**src/logic/mem_port_pkg.sv**
```systemverilog
// constants, state codes and carrier types for the external memory bus port
// assumes one system clock; every pin input is sampled through two flip-flops
package mem_port_pkg;

    // ==========================================================
    // widths
    localparam int ADDR_W = 32;            // address pins
    localparam int DATA_W = 32;            // data pins
    localparam int SYNC_W = 40;            // all sampled pin inputs

    // ==========================================================
    // bit positions inside the sampled pin vector
    localparam int SY_MCLK  = 0;           // memory clock
    localparam int SY_ABE   = 1;           // addr_drive_enable
    localparam int SY_DBE   = 2;           // data_drive_enable
    localparam int SY_MSE   = 3;           // request_seq_drive_enable
    localparam int SY_ALE   = 4;           // address latch enable
    localparam int SY_ABORT = 5;           // abort from memory
    localparam int SY_WAIT  = 6;           // wait_n
    localparam int SY_FIQ   = 7;           // fast_irq_n
    localparam int SY_DATA  = 8;           // data bus low bit

    // ==========================================================
    // values after reset, and the buffer full count
    localparam logic [39:0] SYNC_RST = 40'h00_0000_00c0;  // wait_n and fast_irq_n idle high
    localparam logic [31:0] ADDR_RST = 32'h0000_0000;     // address after reset
    localparam logic [31:0] DATA_RST = 32'h0000_0000;     // write data after reset
    localparam logic        MREQ_RST = 1'b1;              // no memory request
    localparam logic [1:0]  CNT_RST  = 2'h0;              // buffer empty
    localparam logic [1:0]  BUF_FULL = 2'h2;              // two-entry buffer

    // ==========================================================
    // access sequencer states, one-hot
    typedef enum logic [4:0] {
        ST_IDLE     = 5'h01,               // waiting for a core request
        ST_ANNOUNCE = 5'h02,               // waiting for mclk fall to request
        ST_ADDR     = 5'h04,               // waiting for mclk rise to drive address
        ST_ACCESS   = 5'h08,               // waiting for mclk fall to sample
        ST_WDRIVE   = 5'h10                // write data held until mclk rise
    } bus_state_t;

    // ==========================================================
    // carriers
    typedef struct packed {
        logic [31:0] addr;                 // byte address
        logic        write;                // 1 = write
        logic        word;                 // 1 = word, 0 = byte
        logic        lock;                 // part of a locked sequence
        logic [31:0] wdata;                // write data
    } core_req_t;

    typedef struct packed {
        logic [31:0] rdata;                // read data, zero for writes
        logic        write;                // answer belongs to a write
        logic        abort;                // memory reported failure
    } core_resp_t;

    typedef struct packed {
        logic [31:0] addr;                 // address pins
        logic        write;                // read_write_n
        logic        word;                 // byte_word_n
        logic        lock;                 // lock output
    } addr_phase_t;

endpackage

```
**src/logic/mem_bus_port.sv**
```systemverilog
// external memory bus port: core requests in, memory clock timed pin cycles out
// assumes clk_sys is the fast core clock; mclk and all pins are asynchronous
`timescale 1ns/10ps

// Functional notes
// RULE1 - address, direction, width, lock float when disabled
// RULE2 - data drivers float except writes, or disabled
// RULE3 - systems without sharing hold data enable high
// RULE4 - request and sequential float when enable low
// RULE5 - address group through transparent latch on ale
// RULE6 - address presented, changing in mclk high
// RULE7 - read data captured at mclk falling edge
// RULE8 - write data driven in mclk low phase
// RULE9 - byte_word_n high word, changes mclk high
// RULE10 - lock raised in high phase, held through sequence
// RULE11 - manager grants nobody else while lock high
// RULE12 - abort sampled only during external accesses
// RULE13 - core clock internal, memory clock times accesses
// RULE14 - memory clock may stretch, or wait used
// RULE15 - low fast_irq_n with enable raises fast interrupt
// RULE16 - source holds fast_irq_n low until answered
// RULE17 - read_write_n high write, changes mclk high
// RULE18 - request low in low phase, sequential inverse
// RULE19 - wait_n low extends access, changes low phase
// RULE20 - fast_irq_n synchronised before use
module mem_bus_port (
    // clock and reset
    input  wire logic                   clk_sys,
    input  wire logic                   reset_n,
    // core request side
    input  wire logic                   req_valid,
    output logic                        req_ready,
    input  wire mem_port_pkg::core_req_t req,
    // core answer side
    output logic                        resp_valid,
    input  wire logic                   resp_ready,
    output mem_port_pkg::core_resp_t    resp,
    // fast interrupt
    input  wire logic                   fiq_enable,
    input  wire logic                   fast_irq_n,
    output logic                        fast_interrupt,
    // memory clock and pin controls
    input  wire logic                   mclk,
    input  wire logic                   addr_drive_enable,
    input  wire logic                   data_drive_enable,
    input  wire logic                   request_seq_drive_enable,
    input  wire logic                   addr_latch_enable,
    input  wire logic                   abort_in,
    input  wire logic                   wait_n,
    // address group
    output logic [31:0]                 mem_addr,
    output logic                        read_write_n,
    output logic                        byte_word_n,
    output logic                        lock_out,
    output logic                        addr_oe,
    // data bus
    input  wire logic [31:0]            data_in,
    output logic [31:0]                 data_out,
    output logic                        data_oe,
    // request and sequential
    output logic                        mem_request_n,
    output logic                        sequential_addr,
    output logic                        request_seq_oe
);

    // ==========================================================
    // pin sampling
    logic [39:0]                sync1;          // first stage, read only by sync2
    logic [39:0]                sync2;          // second stage, safe to use
    logic                       mclk_d;         // previous sampled mclk
    logic                       mclk_rise;      // one-cycle enable at mclk rise
    logic                       mclk_fall;      // one-cycle enable at mclk fall
    logic                       abe_s;          // sampled address enable
    logic                       dbe_s;          // sampled data enable
    logic                       mse_s;          // sampled request enable
    logic                       ale_s;          // sampled latch enable
    logic                       abort_s;        // sampled abort
    logic                       wait_s;         // sampled wait_n
    logic                       fiq_s;          // sampled fast_irq_n
    logic [31:0]                din_s;          // sampled data bus

    // both stages reset to idle pin levels so no false wait or interrupt
    always_ff @(posedge clk_sys) begin
        if (!reset_n) begin
            sync1 <= mem_port_pkg::SYNC_RST;
            sync2 <= mem_port_pkg::SYNC_RST;
        end else begin
            sync1 <= {data_in, fast_irq_n, wait_n, abort_in, addr_latch_enable,
                      request_seq_drive_enable, data_drive_enable, addr_drive_enable, mclk};
            sync2 <= sync1;                                             // RULE20
        end
    end

    assign abe_s   = sync2[mem_port_pkg::SY_ABE];
    assign dbe_s   = sync2[mem_port_pkg::SY_DBE];
    assign mse_s   = sync2[mem_port_pkg::SY_MSE];
    assign ale_s   = sync2[mem_port_pkg::SY_ALE];
    assign abort_s = sync2[mem_port_pkg::SY_ABORT];
    assign wait_s  = sync2[mem_port_pkg::SY_WAIT];
    assign fiq_s   = sync2[mem_port_pkg::SY_FIQ];
    assign din_s   = sync2[mem_port_pkg::SY_DATA +: 32];

    // memory clock edges; stretched phases simply delay the next enable
    always_ff @(posedge clk_sys) begin
        if (!reset_n) begin
            mclk_d <= 1'b0;
        end else begin
            mclk_d <= sync2[mem_port_pkg::SY_MCLK];
        end
    end

    assign mclk_rise = sync2[mem_port_pkg::SY_MCLK] & ~mclk_d;      // RULE13 RULE14
    assign mclk_fall = ~sync2[mem_port_pkg::SY_MCLK] & mclk_d;      // RULE13 RULE14

    // ==========================================================
    // access sequencer
    mem_port_pkg::bus_state_t   state;          // current step of the access
    mem_port_pkg::core_req_t    cur;            // request being served
    mem_port_pkg::addr_phase_t  addr_int;       // address group before the latch
    mem_port_pkg::addr_phase_t  addr_hold;      // value held while ale low
    mem_port_pkg::addr_phase_t  addr_pin;       // latch output
    logic                       mreq;           // pipelined request, low active
    logic                       wdrive;         // write data phase active
    logic                       push;           // answer ready for the buffer
    logic                       done_rd;        // read finishes this cycle
    logic                       done_wr;        // write finishes this cycle
    mem_port_pkg::core_resp_t   push_data;      // answer going into the buffer
    logic                       abort_cap;      // abort seen in this access
    logic [1:0]                 cnt;            // buffer occupancy

    // a new access is taken only while the buffer can hold its answer
    assign req_ready = (state == mem_port_pkg::ST_IDLE) && (cnt != mem_port_pkg::BUF_FULL);
    // wait_n low at the fall stretches the access by a whole mclk cycle
    assign done_rd   = (state == mem_port_pkg::ST_ACCESS) && mclk_fall && wait_s && !cur.write;   // RULE7
    assign done_wr   = (state == mem_port_pkg::ST_WDRIVE) && mclk_rise;
    assign push      = done_rd || done_wr;

    // state steps after ST_IDLE, each waiting for its memory clock edge
    always_ff @(posedge clk_sys) begin
        if (!reset_n) begin
            state <= mem_port_pkg::ST_IDLE;
        end else begin
            case (state)
                mem_port_pkg::ST_IDLE: begin
                    if (req_valid && req_ready) begin
                        state <= mem_port_pkg::ST_ANNOUNCE;
                    end
                end
                mem_port_pkg::ST_ANNOUNCE: begin
                    if (mclk_fall) begin
                        state <= mem_port_pkg::ST_ADDR;
                    end
                end
                mem_port_pkg::ST_ADDR: begin
                    if (mclk_rise) begin
                        state <= mem_port_pkg::ST_ACCESS;
                    end
                end
                mem_port_pkg::ST_ACCESS: begin
                    if (mclk_fall && wait_s) begin                      // RULE19
                        state <= cur.write ? mem_port_pkg::ST_WDRIVE : mem_port_pkg::ST_IDLE;
                    end
                end
                mem_port_pkg::ST_WDRIVE: begin
                    if (mclk_rise) begin
                        state <= mem_port_pkg::ST_IDLE;
                    end
                end
                default: begin
                    state <= mem_port_pkg::ST_IDLE;
                end
            endcase
        end
    end

    // request capture
    always_ff @(posedge clk_sys) begin
        if (!reset_n) begin
            cur <= '0;
        end else if (req_valid && req_ready) begin
            cur <= req;
        end
    end

    // address group changes only on an mclk rise
    always_ff @(posedge clk_sys) begin
        if (!reset_n) begin
            addr_int <= {mem_port_pkg::ADDR_RST, 3'h0};
        end else if (mclk_rise && state == mem_port_pkg::ST_ADDR) begin
            addr_int <= {cur.addr, cur.write, cur.word, cur.lock};     // RULE6 RULE9 RULE10 RULE17
        end else if (mclk_rise && state == mem_port_pkg::ST_IDLE && !req_valid) begin
            addr_int.lock <= 1'b0;                                      // RULE10
        end
    end

    // transparent latch: follows while ale high, holds while low
    always_ff @(posedge clk_sys) begin
        if (!reset_n) begin
            addr_hold <= {mem_port_pkg::ADDR_RST, 3'h0};
        end else if (ale_s) begin
            addr_hold <= addr_int;                                      // RULE5
        end
    end

    assign addr_pin     = ale_s ? addr_int : addr_hold;                 // RULE5
    assign mem_addr     = addr_pin.addr;
    assign read_write_n = addr_pin.write;
    assign byte_word_n  = addr_pin.word;
    assign lock_out     = addr_pin.lock;
    assign addr_oe      = abe_s;                                        // RULE1

    // pipelined request, changed only on an mclk fall
    always_ff @(posedge clk_sys) begin
        if (!reset_n) begin
            mreq <= mem_port_pkg::MREQ_RST;
        end else if (mclk_fall && state == mem_port_pkg::ST_ANNOUNCE) begin
            mreq <= 1'b0;                                               // RULE18
        end else if (mclk_fall && state == mem_port_pkg::ST_ACCESS && wait_s) begin
            mreq <= 1'b1;                                               // RULE18
        end
    end

    assign mem_request_n   = mreq;
    assign sequential_addr = ~mreq;                                     // RULE18
    assign request_seq_oe  = mse_s;                                     // RULE4

    // write data drive from the low phase until the closing rise
    always_ff @(posedge clk_sys) begin
        if (!reset_n) begin
            wdrive   <= 1'b0;
            data_out <= mem_port_pkg::DATA_RST;
        end else if (mclk_fall && state == mem_port_pkg::ST_ACCESS && cur.write) begin
            wdrive   <= 1'b1;                                           // RULE8
            data_out <= cur.wdata;
        end else if (done_wr) begin
            wdrive   <= 1'b0;
        end
    end

    // a system without bus sharing keeps data_drive_enable high
    assign data_oe = wdrive & dbe_s;                                    // RULE2 RULE3

    // abort looked at only on the sampling fall of an access
    always_ff @(posedge clk_sys) begin
        if (!reset_n) begin
            abort_cap <= 1'b0;
        end else if (mclk_fall && state == mem_port_pkg::ST_ACCESS) begin
            abort_cap <= abort_s;                                       // RULE12
        end
    end

    always_comb begin
        push_data.rdata = cur.write ? mem_port_pkg::DATA_RST : din_s;   // RULE7
        push_data.write = cur.write;
        push_data.abort = cur.write ? abort_cap : abort_s;             // RULE12
    end

    // ==========================================================
    // two-entry answer buffer; occupancy gates req_ready
    mem_port_pkg::core_resp_t   buf_mem [2];    // entries
    logic                       wp;             // write pointer
    logic                       rp;             // read pointer
    logic                       pop;            // answer taken by the core

    assign pop        = resp_valid && resp_ready;
    assign resp_valid = (cnt != mem_port_pkg::CNT_RST);
    assign resp       = buf_mem[rp];

    always_ff @(posedge clk_sys) begin
        if (!reset_n) begin
            wp  <= 1'b0;
            rp  <= 1'b0;
            cnt <= mem_port_pkg::CNT_RST;
            buf_mem[0] <= '0;
            buf_mem[1] <= '0;
        end else begin
            if (push) begin
                buf_mem[wp] <= push_data;
                wp          <= ~wp;
            end
            if (pop) begin
                rp <= ~rp;
            end
            cnt <= 2'(cnt + {1'b0, push} - {1'b0, pop});
        end
    end

    // ==========================================================
    // fast interrupt: level, only while enabled
    always_ff @(posedge clk_sys) begin
        if (!reset_n) begin
            fast_interrupt <= 1'b0;
        end else begin
            fast_interrupt <= fiq_enable & ~fiq_s;                      // RULE15 RULE16
        end
    end
endmodule // mem_bus_port

```
**config.mk**
```make
export PLATFORM = sky130hd
export DESIGN_NAME = mem_bus_port
export DESIGN_NICKNAME = d
export VERILOG_FILES = /design/src/logic/mem_port_pkg.sv /design/src/logic/mem_bus_port.sv
export SDC_FILE = /design/constraint.sdc
export NUM_CORES = 1
export LEC_CHECK = 0
export ABC_CLOCK_PERIOD_IN_PS = 5070
export BUFFER_PORTS_ARGS = -buffer_cell sky130_fd_sc_hd__buf_2
export CAP_MARGIN = 40
export CORE_MARGIN = 4
export CORE_UTILIZATION = 55
export CTS_CLUSTER_DIAMETER = 50
export DETAILED_ROUTE_END_ITERATION = 10
export PLACE_DENSITY = 0.8
export SYNTH_ARGS = -nofsm -noshare
export SYNTH_HDL_FRONTEND = slang
export SYNTH_SLANG_ARGS = --single-unit
```
**constraint.sdc**
```tcl
create_clock -name clk_sys -period 5.07 [get_ports clk_sys]
set_input_delay 1.014 -clock clk_sys [delete_from_list [all_inputs] [get_ports clk_sys]]
set_output_delay 1.014 -clock clk_sys [all_outputs]
set_load 0.1 [all_outputs]
```
; Word level (Yosys, flattened, before mapping)
; Memory sizes are Yosys's and may differ from the RTL's. A register that Yosys moved wholly into a read port is not among the register bits.
; Index checks and enable logic that the tools add are counted.
[classes]
muxes = 25
div = 0
n_eq_ne = 11
n_addsub = 2
n_mul = 0
shift = 0
n_lt_le_gt_ge = 0
n_reduce_logical = 22
bitwise = 10
[op_table]
columns = operator, count
row1 = $mux 35, 1
row2 = $mux 34, 1
row3 = $reduce_or 34->1, 1
row4 = $mux 32, 1
row5 = $mux 5, 6
row6 = $pmux 5 s5, 1
row7 = $mux 1, 15
row8 = $logic_and 1x1->1, 13
row9 = $ne 2x2->1 const B, 4
row10 = $reduce_bool 2->1, 4
row11 = $not 1->1, 6
row12 = $eq 5x1->1 const B, 1
row13 = $eq 5x2->1 const B, 1
row14 = $eq 5x3->1 const B, 1
row15 = $eq 5x4->1 const B, 1
row16 = $eq 5x5->1 const B, 1
row17 = $reduce_and 5->1, 1
row18 = $and 1x1->1, 4
row19 = $ne 2x1->1 const B, 2
row20 = $add 2x1->2, 1
row21 = $logic_not 1->1, 2
row22 = $sub 2x1->2, 1
row23 = $logic_or 1x1->1, 1
[word_totals]
reg_bits = 263
word_cells = 96
memories = 1
out_inout_bits = 109
ramBits = 68
romBits = 0
latch_bits = 0
input_bits = 112
[memory_table]
columns = memory, words, width, read_ports, rd_clocked_by_memory_dff, write_ports, line_no
row1 = buf_mem, 2, 34, 1, 1, 2, mem_bus_port.sv:260  ; mem_port_pkg::core_resp_t buf_mem [2];

; Logic depth before layout (Yosys ltp)
[depth]
depth_word = 11
depth_mapped = 9

; Worst setup path before layout
; OpenSTA, ideal clock, no wires.
[synth_timing]
path_kind = register to register
from = register state[4]
to = memory buf_mem[0][0] (netlist name), enable pin
required_ps = 4598
t_arrival_ps = 3465
setup_time_ps = 472
path_stages_with_launch = 7
period_less_slack_ps = 3938
slack_ps = 1132
cell_sequence = dfxtp_1 buf_6 nor3_1 nand4_1 o21a_1 buf_6 o21ai_0
[synth_lines]
columns = item, line_no
row1 = "start, declared", mem_bus_port.sv:117  ; mem_port_pkg::bus_state_t state;
row2 = "start signal, assigned", mem_bus_port.sv:141  ; state <= mem_port_pkg::ST_IDLE;
row3 = "start signal, assigned", mem_bus_port.sv:146  ; state <= mem_port_pkg::ST_ANNOUNCE;
row4 = "start signal, assigned", mem_bus_port.sv:151  ; state <= mem_port_pkg::ST_ADDR;
row5 = "end, declared", mem_bus_port.sv:260

; Final worst setup path
[layout_timing]
from = register sync2[4]
to = output mem_addr[3]
[layout_between]
elab_chain_cells = 1
[layout_lines]
columns = item, line_no
row1 = "start, declared", mem_bus_port.sv:69  ; logic [39:0] sync2;
row2 = "start signal, assigned", mem_bus_port.sv:86  ; sync2 <= mem_port_pkg::SYNC_RST;
row3 = "start signal, assigned", mem_bus_port.sv:90  ; sync2 <= sync1;
row4 = $mux 35, -
row5 = "end, declared", mem_bus_port.sv:51  ; output logic [31:0] mem_addr,
; No other way between the ends.

==> results.json <==
{
  "async_flop_share_pct": 0,
  "clock_sinks": 332,
  "p_switching_mw": 1.88,
  "initial_core_util_pct": 56.0,
  "hpwlAfterDp_um": 16400,
  "outcome": "complete, no violations",
  "crit_path_end_kind": "primary output",
  "antenna_found_initial": 6,
  "placed_cell_area_sq_mm": 0.0131,
  "ys_ff_latch": 332,
  "cp_cell_sequence": "buf_16 -> mux2_2 -> buf_2",
  "fmax_ghz": 0.330,
  "synth_edf_count": 68,
  "synth_cells": 1187,
  "drt-initial-drc-count": 337,
  "cts_root_buf": "clkbuf_16",
  "startpoint": "sync2[4]",
  "cp_top_family": "flip-flops",
  "clock_power_share_pct": 39.6,
  "crit_type": "flip-flop to primary output",
  "pwr-share-comb_pct": 16.0,
  "worstPathRequired_ns": 4.06,
  "cts_resized": 0,
  "yosys_most_used_dff": "dfxtp_1",
  "finalNonFillerCells": 1687,
  "num_rows": 53,
  "critPathMaxFanout": 20,
  "leakagePower_nw": 5.89,
  "setup_tns_ns": 0,
  "maxSlewViolCount": 0,
  "via_count": 8615,
  "maxSlewHeadroom_pct": 44.8,
  "overflow": 0,
  "period_share_pct": 59.7,
  "drcViolationCount": 0,
  "coreArea_sq_mm": 0.0210,
  "skew_ns": 0.0157,
  "hold_slack_ns": 0.401,
  "dp_cells": 1620,
  "num-fill-cells": 1591,
  "setup_viol": 0,
  "ys_types": 44,
  "power_frac_seq_pct": 44.4,
  "cap_violations": 0,
  "grt_pass1_vias": 8530,
  "holdCritStartpoint": "sync2[7]",
  "grt_pass1_wl_um": 41800,
  "switching_share_pct": 28.1,
  "cts.path.max_buffers": 3,
  "cts_tree": "done",
  "hold_buffers": 0,
  "final_nets": 1496,
  "power.density_mw_per_mm2": 467,
  "wl_per_cell_um": 15.1,
  "grt_max_degree": 83,
  "synth_fp_nets": 1300,
  "die_w_um": 154,
  "start_kind": "flip-flop",
  "syn2layout_area_growth_pct": 21.7,
  "total_power_mw": 6.69,
  "hold_class": "flip-flop to flip-flop",
  "antenna_left": 0,
  "peakVddDrop_mv": 0.337,
  "cpMaxStageDelayCell": "dfxtp_2",
  "synthesis.area_sq_mm": 0.0118,
  "timing_hold_violations_final": 0,
  "min_period_ns": 3.03,
  "clk_latency_ns": 0.51,
  "cts_max_level": 2,
  "internal_power_mw": 4.81,
  "num_io_pins": 221,
  "rsz0062_at_grt": "no",
  "drtPass1Iterations": 5,
  "avgSynthCellArea_sq_um": 9.92,
  "worstMarginPinSlew_ns": 0.828,
  "cp_num_buf_inv": 2,
  "routabilityCongestion": 0.813,
  "io_buffer_count": 220,
  "cts_setup_buffers": 0,
  "cts-buffers-inserted": 36,
  "dieHeight_um": 154,
  "clk_pin_slew_ns": 0.06,
  "wl_um": 25500,
  "yosys_warnings": 0,
  "yosysSeqAreaShare_pct": 62.2,
  "critical_path.max_stage_delay_ns": 0.61,
  "grt_util_all_layers_pct": 21.2,
  "drive_gt1_share_pct": 26.6,
  "crit_arrival_ns": 2.01,
  "worstReg2RegStart": "state[4]",
  "viasPerCell": 5.11,
  "final_area_sq_mm": 0.0143,
  "fp.dieArea_sq_mm": 0.0238
}
==> cells in the final DEF, fill, tap and decap left out, drive strengths merged, types with 2 or more instances in the layout <==
master | Yosys | layout
diode | 0 | 2
bufinv | 0 | 5
nand3 | 5 | 5
xor2 | 2 | 2
inv | 7 | 10
o21ai | 9 | 9
o21a | 3 | 3
nand2 | 310 | 310
mux2 | 69 | 69
nor3 | 6 | 6
clkbuf | 55 | 46
clkinv | 0 | 10
edfxtp | 68 | 68
nor2 | 76 | 76
or3 | 2 | 2
dfxtp | 264 | 264
nand2b | 8 | 8
nor2b | 2 | 2
a21oi | 143 | 143
xnor2 | 2 | 2
and2 | 116 | 116
buf | 24 | 237
nand4b | 2 | 2
==> stage by stage <==
stage	setup slack, ns	util (%)
3_5_place_dp	2.28	62.3
3_3_place_gp	2.31	61.8
2_1_floorplan	1.13	-
4_1_cts	2.01	68.1
5_1_grt	1.94	68.1
6_report	2.04	68.2
==> flip-flops by register name, summed over array words and instances (netlist names), 2 cells and up, named ones only <==
| signal | flops |
|---|---|
| data_out | 32 |
| addr_hold | 35 |
| cur | 67 |
| sync2 | 40 |
| sync1 | 40 |
| addr_int | 35 |
| cnt | 2 |
| state | 5 |
| buf_mem | 68 |
==> Yosys cell counts, drive strengths merged, types with 6 or more instances <==
cell / number / area (sq um)
nand2: 310 / 1160
dfxtp: 264 / 5290
a21oi: 143 / 716
and2: 116 / 726
nor2: 76 / 293
mux2: 69 / 777
edfxtp: 68 / 2040
clkbuf: 55 / 206
buf: 24 / 154
o21ai: 9 / 48.8
nand2b: 8 / 50.1
inv: 7 / 26.3
nor3: 6 / 35.0
==> layout make-up <==
type / count / area, sq um / share of cell area, %
diodes: 2 / 5.00 / 0.0349
clock buffers: 46 / 990 / 6.91
clock inverters: 19 / 236 / 1.65
inverters: 7 / 28.8 / 0.201
multi-input cells: 769 / 4090 / 28.6
flip-flops and latches: 332 / 7330 / 51.2
well taps: 275 / 344 / 2.40
repair buffers: 237 / 1300 / 9.10
==> logic make-up after synthesis <==
family	after synthesis	synth area share (%)
and+or+nand+nor	534	20.4
AOI/OAI and AO/OA	160	7.02
adders and majority gates	1	0.106
muxes	70	6.68
DFF	332	62.2
xor gates and xnor gates	4	0.298
buffers and inverters	86	3.28
==> power by group through the flow <==
stage / logic (mW) / registers [mW] / clock network, mW
after global routing: 1.16 / 2.99 / 2.82
after CTS: 1.08 / 2.97 / 2.70
final: 1.07 / 2.97 / 2.65
after detailed placement: 1.07 / 3.03 / 0
after global placement: 1.03 / 3.02 / 0
after floorplan: 0.856 / 3.01 / 0
==> layer usage <==
metal | wire (um) | global-route usage, % | vias to the layer above
met5 | 34 | 0 | -
met3 | 2090 | 5.88 | 46
met4 | 513 | 6.81 | 8
met2 | 12300 | 35.4 | 292
li1 | - | - | 4269
met1 | 10500 | 26.8 | 4000
==> final timing paths <==
check,to,slack (ns),depth (start not counted)
max,mem_addr[3],2.04,3
min,fast_interrupt,0.40,1
min reg2reg,fast_interrupt,0.40,1
max reg2reg,cur[38],2.76,6
(Power assumes the default switching activity.)
